### src/misc_regs_pkg.sv
// constants, field layout and carrier types for the misc control register bank
package misc_regs_pkg;

  // bus geometry
  localparam int ADDR_W = 14;
  localparam int IDX_W  = ADDR_W - 2;
  localparam int DATA_W = 32;
  localparam int REG_W  = 8;

  // register indices; the byte address is four times the index
  localparam logic [IDX_W-1:0] IDX_PAGE       = 12'h008;
  localparam logic [IDX_W-1:0] IDX_LINK_EN_LO = 12'h597;
  localparam logic [IDX_W-1:0] IDX_LINK_EN_HI = 12'h598;
  localparam logic [IDX_W-1:0] IDX_FLUSH      = 12'h599;
  localparam logic [IDX_W-1:0] IDX_BOOT       = 12'h705;
  localparam logic [IDX_W-1:0] IDX_SYNTH_PD0  = 12'h790;
  localparam logic [IDX_W-1:0] IDX_SYNTH_PD1  = 12'h791;
  localparam logic [IDX_W-1:0] IDX_IRQ_STATUS = 12'h7f0;
  localparam logic [IDX_W-1:0] IDX_IRQ_CLEAR  = 12'h7f1;
  localparam logic [IDX_W-1:0] IDX_IRQ_ENABLE = 12'h7f2;
  localparam logic [1:0]       WORD_ALIGN     = 2'h0;

  // link interrupt sources, one enable bit each
  localparam int NUM_LINK_SRC = 9;
  localparam int LINK_LO_W    = 8;
  localparam int LINK_HI_BIT  = 0;

  // interrupt status layout: link sources, then loader outcomes
  localparam int IRQ_W             = 11;
  localparam int IRQ_BOOT_OK_BIT   = 9;
  localparam int IRQ_BOOT_FAIL_BIT = 10;

  // bit positions
  localparam int FLUSH_BIT      = 0;
  localparam int BOOT_START_BIT = 0;
  localparam int BOOT_DONE_BIT  = 1;

  // reset values
  localparam logic [NUM_LINK_SRC-1:0] LINK_EN_RST   = 9'h000;
  localparam logic [REG_W-1:0]        SYNTH_PD0_RST = 8'h02;
  localparam logic [REG_W-1:0]        SYNTH_PD1_RST = 8'h00;
  localparam logic [IRQ_W-1:0]        IRQ_RST       = 11'h000;
  localparam logic                    FLUSH_RST     = 1'b0;
  localparam logic                    BOOT_RST      = 1'b0;
  localparam logic [DATA_W-1:0]       RD_ZERO       = 32'h0000_0000;

  // apb request from the master
  typedef struct packed {
    logic              psel;
    logic              penable;
    logic              pwrite;
    logic [ADDR_W-1:0] paddr;
    logic [DATA_W-1:0] pwdata;
  } apb_req_type;

  // apb answer to the master
  typedef struct packed {
    logic [DATA_W-1:0] prdata;
    logic              pready;
    logic              pslverr;
  } apb_rsp_type;

  // outcome pulses from the non-volatile boot loader
  typedef struct packed {
    logic finished_ok;
    logic failed;
  } loader_evt_type;

endpackage

### src/misc_irq_flush_boot_pll_regs.sv
// apb register bank: link irq enables, paged flush, boot loader, synth power
// Functional notes
// - nine enable bits, one per link interrupt source, bit 8 down to 0
// - bits 7..0 in low register, bit 8 in next register bit 0; reset zero
// - flush enable bit drives datapath flush; upper bits read zero
// - flush enable banked per converter; page select picks copies reached
// - writing 1 starts boot loader; self clears on completion or failure
// - done bit resets to zero, set only on successful loader completion
module misc_irq_flush_boot_pll_regs
  import misc_regs_pkg::*;
#(
  parameter int NUM_CONV = 2
) (
  // clock and reset
  input  wire logic                    sys_clk,
  input  wire logic                    nrst,
  // register bus
  input  wire apb_req_type             apb_req,
  output apb_rsp_type                  apb_rsp,
  // event inputs
  input  wire logic [NUM_LINK_SRC-1:0] link_event,
  input  wire loader_evt_type          loader_evt,
  // control outputs
  output logic                         boot_loader_start,
  output logic [NUM_CONV-1:0]          datapath_flush,
  output logic [REG_W-1:0]             synth_powerdown0,
  output logic [REG_W-1:0]             synth_powerdown1,
  output logic                         irq
);

  logic [NUM_LINK_SRC-1:0] link_irq_enable_bits;
  logic [NUM_CONV-1:0]     main_converter_page_select;
  logic                    boot_loader_done;
  logic [IRQ_W-1:0]        irq_status;
  logic [IRQ_W-1:0]        irq_enable;
  logic [IRQ_W-1:0]        next_irq_status;
  logic [IRQ_W-1:0]        next_irq_enable;
  logic [IRQ_W-1:0]        irq_set;
  logic [IRQ_W-1:0]        irq_clr;
  logic [IDX_W-1:0]        idx;
  logic                    aligned;
  logic                    access;
  logic                    wr_fire;
  logic                    hit;
  logic                    flush_rd;
  logic [DATA_W-1:0]       rd_val;
  logic [REG_W-1:0]        wbyte;

  // access phase decode
  assign idx     = apb_req.paddr[ADDR_W-1:2];
  assign aligned = (apb_req.paddr[1:0] == WORD_ALIGN);
  assign access  = apb_req.psel & apb_req.penable & ~apb_rsp.pready;
  assign wr_fire = apb_req.psel & apb_req.penable & apb_req.pwrite
                   & apb_rsp.pready;
  assign wbyte   = apb_req.pwdata[REG_W-1:0];

  // flush readback comes from the lowest selected converter copy
  always_comb begin
    flush_rd = FLUSH_RST;
    for (int i = NUM_CONV - 1; i >= 0; i--) begin
      if (main_converter_page_select[i]) begin
        flush_rd = datapath_flush[i];
      end
    end
  end

  // read mux and address decode
  always_comb begin
    hit    = aligned;
    rd_val = RD_ZERO;
    if (idx == IDX_PAGE) begin
      rd_val[NUM_CONV-1:0] = main_converter_page_select;
    end else if (idx == IDX_LINK_EN_LO) begin
      rd_val[LINK_LO_W-1:0] = link_irq_enable_bits[LINK_LO_W-1:0];
    end else if (idx == IDX_LINK_EN_HI) begin
      rd_val[LINK_HI_BIT] = link_irq_enable_bits[LINK_LO_W];
    end else if (idx == IDX_FLUSH) begin
      rd_val[FLUSH_BIT] = flush_rd;
    end else if (idx == IDX_BOOT) begin
      rd_val[BOOT_START_BIT] = boot_loader_start;
      rd_val[BOOT_DONE_BIT]  = boot_loader_done;
    end else if (idx == IDX_SYNTH_PD0) begin
      rd_val[REG_W-1:0] = synth_powerdown0;
    end else if (idx == IDX_SYNTH_PD1) begin
      rd_val[REG_W-1:0] = synth_powerdown1;
    end else if (idx == IDX_IRQ_STATUS) begin
      rd_val[IRQ_W-1:0] = irq_status;
    end else if (idx == IDX_IRQ_CLEAR) begin
      rd_val = RD_ZERO; // write-only, reads zero
    end else if (idx == IDX_IRQ_ENABLE) begin
      rd_val[IRQ_W-1:0] = irq_enable;
    end else begin
      hit = 1'b0;
    end
  end

  // apb answer: one wait state, then ready with data or error
  always_ff @(posedge sys_clk) begin
    if (!nrst) begin
      apb_rsp.prdata  <= RD_ZERO;
      apb_rsp.pready  <= 1'b0;
      apb_rsp.pslverr <= 1'b0;
    end else begin
      apb_rsp.pready  <= access;
      apb_rsp.pslverr <= access & ~hit;
      if (access && hit && !apb_req.pwrite) begin
        apb_rsp.prdata <= rd_val;
      end else begin
        apb_rsp.prdata <= RD_ZERO;
      end
    end
  end

  // main converter page selection
  always_ff @(posedge sys_clk) begin
    if (!nrst) begin
      main_converter_page_select <= '1;
    end else if (wr_fire && aligned && idx == IDX_PAGE) begin
      main_converter_page_select <= apb_req.pwdata[NUM_CONV-1:0];
    end
  end

  // link interrupt enables split over two registers
  always_ff @(posedge sys_clk) begin
    if (!nrst) begin
      link_irq_enable_bits <= LINK_EN_RST;
    end else if (wr_fire && aligned && idx == IDX_LINK_EN_LO) begin
      link_irq_enable_bits[LINK_LO_W-1:0] <= wbyte;
    end else if (wr_fire && aligned && idx == IDX_LINK_EN_HI) begin
      link_irq_enable_bits[LINK_LO_W] <= wbyte[LINK_HI_BIT];
    end
  end

  // banked flush enable, one copy per converter
  generate
    for (genvar c = 0; c < NUM_CONV; c++) begin : g_flush
      always_ff @(posedge sys_clk) begin
        if (!nrst) begin
          datapath_flush[c] <= FLUSH_RST;
        end else if (wr_fire && aligned && idx == IDX_FLUSH
                     && main_converter_page_select[c]) begin
          datapath_flush[c] <= wbyte[FLUSH_BIT];
        end
      end
    end
  endgenerate

  // boot loader start bit: a write wins, otherwise outcome clears it
  always_ff @(posedge sys_clk) begin
    if (!nrst) begin
      boot_loader_start <= BOOT_RST;
    end else if (wr_fire && aligned && idx == IDX_BOOT) begin
      boot_loader_start <= wbyte[BOOT_START_BIT];
    end else if (loader_evt.finished_ok || loader_evt.failed) begin
      boot_loader_start <= 1'b0;
    end
  end

  // boot loader done: cleared by a new start, set only on success
  always_ff @(posedge sys_clk) begin
    if (!nrst) begin
      boot_loader_done <= BOOT_RST;
    end else if (boot_loader_start && loader_evt.finished_ok) begin
      boot_loader_done <= 1'b1;
    end else if (wr_fire && aligned && idx == IDX_BOOT
                 && wbyte[BOOT_START_BIT]) begin
      boot_loader_done <= 1'b0;
    end
  end

  // synthesizer power-down controls, plain read-write
  always_ff @(posedge sys_clk) begin
    if (!nrst) begin
      synth_powerdown0 <= SYNTH_PD0_RST;
      synth_powerdown1 <= SYNTH_PD1_RST;
    end else if (wr_fire && aligned && idx == IDX_SYNTH_PD0) begin
      synth_powerdown0 <= wbyte;
    end else if (wr_fire && aligned && idx == IDX_SYNTH_PD1) begin
      synth_powerdown1 <= wbyte;
    end
  end

  // sticky status: gated link events and loader outcomes, set beats clear
  always_comb begin
    irq_set = IRQ_RST;
    irq_set[NUM_LINK_SRC-1:0]  = link_event & link_irq_enable_bits;
    irq_set[IRQ_BOOT_OK_BIT]   = boot_loader_start & loader_evt.finished_ok;
    irq_set[IRQ_BOOT_FAIL_BIT] = boot_loader_start & loader_evt.failed;
    irq_clr = IRQ_RST;
    if (wr_fire && aligned && idx == IDX_IRQ_CLEAR) begin
      irq_clr = apb_req.pwdata[IRQ_W-1:0];
    end
    next_irq_status = (irq_status & ~irq_clr) | irq_set;
    next_irq_enable = irq_enable;
    if (wr_fire && aligned && idx == IDX_IRQ_ENABLE) begin
      next_irq_enable = apb_req.pwdata[IRQ_W-1:0];
    end
  end

  // status, enable and the level interrupt output
  always_ff @(posedge sys_clk) begin
    if (!nrst) begin
      irq_status <= IRQ_RST;
      irq_enable <= IRQ_RST;
      irq        <= 1'b0;
    end else begin
      irq_status <= next_irq_status;
      irq_enable <= next_irq_enable;
      irq        <= |(next_irq_status & next_irq_enable);
    end
  end
endmodule

### config.mk
export PLATFORM = sky130hd
export DESIGN_NAME = misc_irq_flush_boot_pll_regs
export DESIGN_NICKNAME = d
export VERILOG_FILES = /design/src/misc_regs_pkg.sv /design/src/misc_irq_flush_boot_pll_regs.sv
export SDC_FILE = /design/constraint.sdc
export NUM_CORES = 1
export LEC_CHECK = 0
export BUFFER_PORTS_ARGS = -buffer_cell sky130_fd_sc_hd__buf_2
export CORE_ASPECT_RATIO = 0.8
export CORE_UTILIZATION = 30
export CTS_BUF_LIST = sky130_fd_sc_hd__clkbuf_16
export CTS_CLUSTER_DIAMETER = 80
export DETAILED_ROUTE_END_ITERATION = 16
export PLACE_DENSITY_LB_ADDON = 0.05
export SLEW_MARGIN = 25
export SYNTH_ARGS = -nofsm -noshare
export SYNTH_HDL_FRONTEND = slang
export SYNTH_SLANG_ARGS = --single-unit
export TNS_END_PERCENT = 20
### constraint.sdc
create_clock -name sys_clk -period 2.62 [get_ports sys_clk]
set_input_delay 0.262 -clock sys_clk [delete_from_list [all_inputs] [get_ports sys_clk]]
set_output_delay 0.262 -clock sys_clk [all_outputs]
set_load 0.01 [all_outputs]
# Yosys cells after proc, flatten, opt, wreduce, memory -nomap -nowiden
# Cells that the tools add are included.
# word_totals
regBits,88
latch_bits,0
ramBits,0
romBits,0
inputBits,62
output_inout_bits,54
wordCells,113
n_memories,0
# op_classes
add_sub_neg,0
n_mul,0
n_div,0
magnitude_cmp,0
n_eq_ne,10
shift,0
muxes,39
n_bitwise,18
n_reduce_logical,28
# ops
op,count
$mux 11,12
$eq 12x11->1 const B,9
$mux 8,4
$and 11x11->11,2
$mux 1,18
$logic_and 1x1->1,16
$mux 7,2
$eq 12x4->1 const B,1
$not 11->11,1
$or 11x11->11,1
$reduce_or 11->1,1
$and 9x9->9,1
$reduce_or 9->1,1
$reduce_or 8->1,1
$and 1x1->1,7
$mux 6,1
$not 1->1,6
$reduce_and 2->1,3
$mux 2,2
$reduce_bool 2->1,2
$reduce_or 3->1,1
$logic_not 2->1,1
$logic_not 1->1,1
$logic_or 1x1->1,1

# Logic depth before layout (Yosys ltp)
# logic_depth
ltp_word,19
depth_mapped,9
mapped_depth_nobuf,6

# Least setup slack after synthesis
# OpenSTA, ideal clock, no wires.
# synth_path
path_kind,flip-flop to flip-flop
from,register apb_rsp[1] in the netlist's numbering
to,register irq
setup_ns,0.139
arrival_time_ns,2.256
required_time_ns,2.481
setup_slack_ns,0.225
path_stages_with_launch,8
path_buffers,1
synth_period_minus_slack_ns,2.395
path_cell_list,dfxtp_1 -> nand4_1 -> or3_1 -> clkbuf_8 -> nor3_1 -> mux2_2 -> a2111oi_1 -> a41oi_1
# synth_via
elab_chain_len,9
elab_cells_between_ends,11
classes_between,2 x mux; 5 x bitwise; 4 x reduce/logical
# synth_rtl
element,line,source
"start, declared",misc_irq_flush_boot_pll_regs.sv:19,"output apb_rsp_type apb_rsp,"
$and 1x1->1 (*),misc_irq_flush_boot_pll_regs.sv:54,& apb_rsp.pready;
$logic_and 1x1->1 (*),"misc_irq_flush_boot_pll_regs.sv:190, misc_irq_flush_boot_pll_regs.sv:195",
$logic_and 1x1->1,misc_irq_flush_boot_pll_regs.sv:190,if (wr_fire && aligned && idx == IDX_IRQ_CLEAR) begin
$mux 11,misc_irq_flush_boot_pll_regs.sv:190,
$not 11->11,misc_irq_flush_boot_pll_regs.sv:193,next_irq_status = (irq_status & ~irq_clr) | irq_set;
$and 11x11->11,misc_irq_flush_boot_pll_regs.sv:193,
$or 11x11->11,misc_irq_flush_boot_pll_regs.sv:193,
$and 11x11->11 (*),misc_irq_flush_boot_pll_regs.sv:209,irq <= |(next_irq_status & next_irq_enable);
$reduce_or 11->1 (*),misc_irq_flush_boot_pll_regs.sv:209,
"end signal, assigned",misc_irq_flush_boot_pll_regs.sv:209,
"end, declared",misc_irq_flush_boot_pll_regs.sv:28,output logic irq
# Every way passes the cells marked *; elsewhere a longest branch is shown, timed or not.
# A chain may end at the register's enable or synchronous reset.

# Final worst setup path
# Same ends and word-level chain as after synthesis.

==> reports/results.ini <==
[setup_path]
reg2reg_depth = 7
rrSetupSlack_ns = 0.27
arrival_ns = 2.54
timing.rr.start = apb_rsp[1]
r2r-end = irq
crit_type = register to register
crit_end = irq
worst_ep_required_time_ns = 2.82
end_kind = register
crit_start = apb_rsp[1]
crit_fanout = 5
critPathLaunchType = register

[logic_synthesis]
ys_seq_elements = 67
synth-edff-count = 0
yosys-top-cells-area = dfxtp_1 39%, nand2_1 6.8%, a21oi_1 6.3%
seq_area_frac_synth_pct = 39.4
syn_inst = 422
synth.most_common_cell = dfxtp_1
yosys_warnings = 0
ys.flop_type = dfxtp_1
ys_types = 58
async_reset_ff_share_pct = 0
synth_top_area_share_pct = 39.4
synth.avg_cell_area_um2 = 8.06
synthTopCellsByCount = 67 x dfxtp_1, 62 x nand2_1, 43 x a21oi_1
post-synth-top-area-cell = dfxtp_1
synth_area_um2 = 3400

[power]
p_total_mw = 2.34
p_leak_nw = 1.69
powerDensity_nw_per_um2 = 544
ir_drop_mv = 0.229

[global_route]
gr-total-overflow = 0
antenna_found_initial = 0
grt_max_degree = 29
grt_pass1_wl_um = 17800
first_global_vias = 3133
grt_usage_pct = 20.2

[clock_tree]
post-cts-setup-buffer-count = 0
clk_pin_slew_ns = 0.06
clk_path_buf_depth = 2
clock-sinks = 67
cts_tree = built
htreeDepth = 3
numCtsBuffers = 9
postCtsHoldBufs = 0
post_cts_resized = 0
cts_root_buf = clkbuf_16
clk_latency_ns = 0.33

[final_layout]
diodes = 0
num-nets-final = 576
area_growth_pct = 26.2
drive_gt1_share_pct = 26.2

[die]
boundaryPins = 116
dieArea_um2 = 11800
dieHeight_um = 97.3
die_w_um = 121
rows = 34
core_um2 = 11000
initial_core_util_pct = 31.0

[detailed_routing]
vias_per_cell = 5.04
drt-total-wl_um = 11300
via_count = 3343
post_drt_wl_per_cell_um = 17.0
drcViolationCount = 0
ant_nets = 0
firstDrtPassIters = 5
first_iter_violations = 250

[timing]
hold_viol_final = 0
period_needed_ns = 2.35
setup_violations = 0
fin_skew_ns = 0.00408
clock.fmax_mhz = 426
finalCritPeriodShare_pct = 89.6
rsz0062_at_grt = false
slew_violations = 0
tns_ns = 0

[placement]
gp_routability_congestion = 0.841
place_hpwl_um = 8420
portBuffers = 73

[run]
cap_violations = 0

[min_path]
hold_path_class = input pin to register

[outcome]
status = completed

-- per-stage QoR --
stage	setup slack [ns]	cell area, µm²	cells	hold WS [ns]	utilization [%]
finish	0.274	4300	663	0.197	39.1
detailed placement	0.0929	4010	647	0.463	36.5
floorplan	0.225	3480	442	0.384	-
CTS	0.261	4300	663	0.188	39.1
global route	0.0950	4300	663	0.210	39.1
global placement	0.104	4010	647	0.458	36.5
-- worst min-delay path by stage --
stage                            from           endpoint  slack [ns]  depth (start not counted)
detailed placement  datapath_flush[0]  datapath_flush[0]        0.46                          2
floorplan                        nrst      irq_status[8]        0.38                          1
finish                    apb_req[33]         apb_rsp[0]        0.20                          2
CTS                       apb_req[32]         apb_rsp[0]        0.19                          2
global placement    datapath_flush[1]  datapath_flush[1]        0.46                          2
global route              apb_req[32]         apb_rsp[0]        0.21                          2
-- worst max-delay path, cell delays in order (launching register included) --
cell       delay [ns]
dfxtp_1          0.34
nand4_1          0.12
or3_1            0.39
nor3_1           0.23
buf_4            0.21
mux2_2           0.35
a2111oi_2        0.40
a41oi_1          0.16
-- metal layers --
| layer | global-route usage, % | share of wire, % |
|---|---|---|
| met1 | 31.4 | 54 |
| met2 | 27.5 | 40 |
| met3 | 4.28 | 5.5 |
| met4 | 5.13 | 0.84 |
| met5 | 0 | 0 |
-- layout by cell type (no fill, tap or decap), types with 4 or more instances in the layout --
cell	count
mux2_2	5
nand3_1	21
dfxtp_1	67
nand4_1	8
inv_1	11
o31ai_1	4
o21ai_0	22
conb_1	21
mux2i_1	7
nand2_1	62
and2_1	10
a21oi_1	43
nor2_1	30
buf_4	33
buf_2	73
o211ai_1	4
clkbuf_16	9
nor3_1	5
a21boi_0	7
nor3b_1	4
a22oi_1	12
-- where the power goes --
group / switching [mW] / internal (mW) / total [mW]
sequential: 0.000537 / 1.02 / 1.02
combinational: 0.0895 / 0.0476 / 0.137
clock: 0.455 / 0.726 / 1.18
total: 0.545 / 1.79 / 2.34
-- kinds of logic (layout without fill, tap and decap cells) --
kind of cell,after synthesis,count (layout),synth area share (%)
flip-flops,67,67,39.4
other,1,21,0.110
AO/OA/AOI/OAI,116,116,22.5
AND/OR/NAND/NOR,171,171,25.1
buffers and inverters,55,132,9.15
multiplexers,12,12,3.71
-- registers in the layout (all words and copies together), names as in the netlist --
name / cells
synth_powerdown1: 8
synth_powerdown0: 8
boot_loader_start: 1
irq_status: 11
irq_enable: 11
main_converter_page_select: 2
link_irq_enable_bits: 9
datapath_flush: 2
boot_loader_done: 1
apb_rsp: 13
irq: 1
-- final cells by class --
cell class                      instances  area [µm²]
Fill cell                            1114        6680
Multi-Input combinational cell        320        1840
Sequential cell                        67        1340
Timing Repair Buffer                  106         613
Clock buffer                            9         225
Tap cell                              144         180
Clock inverter                          7        61.3
Inverter                               10        37.5
Note: power is estimated with default switching activity, not from simulation.
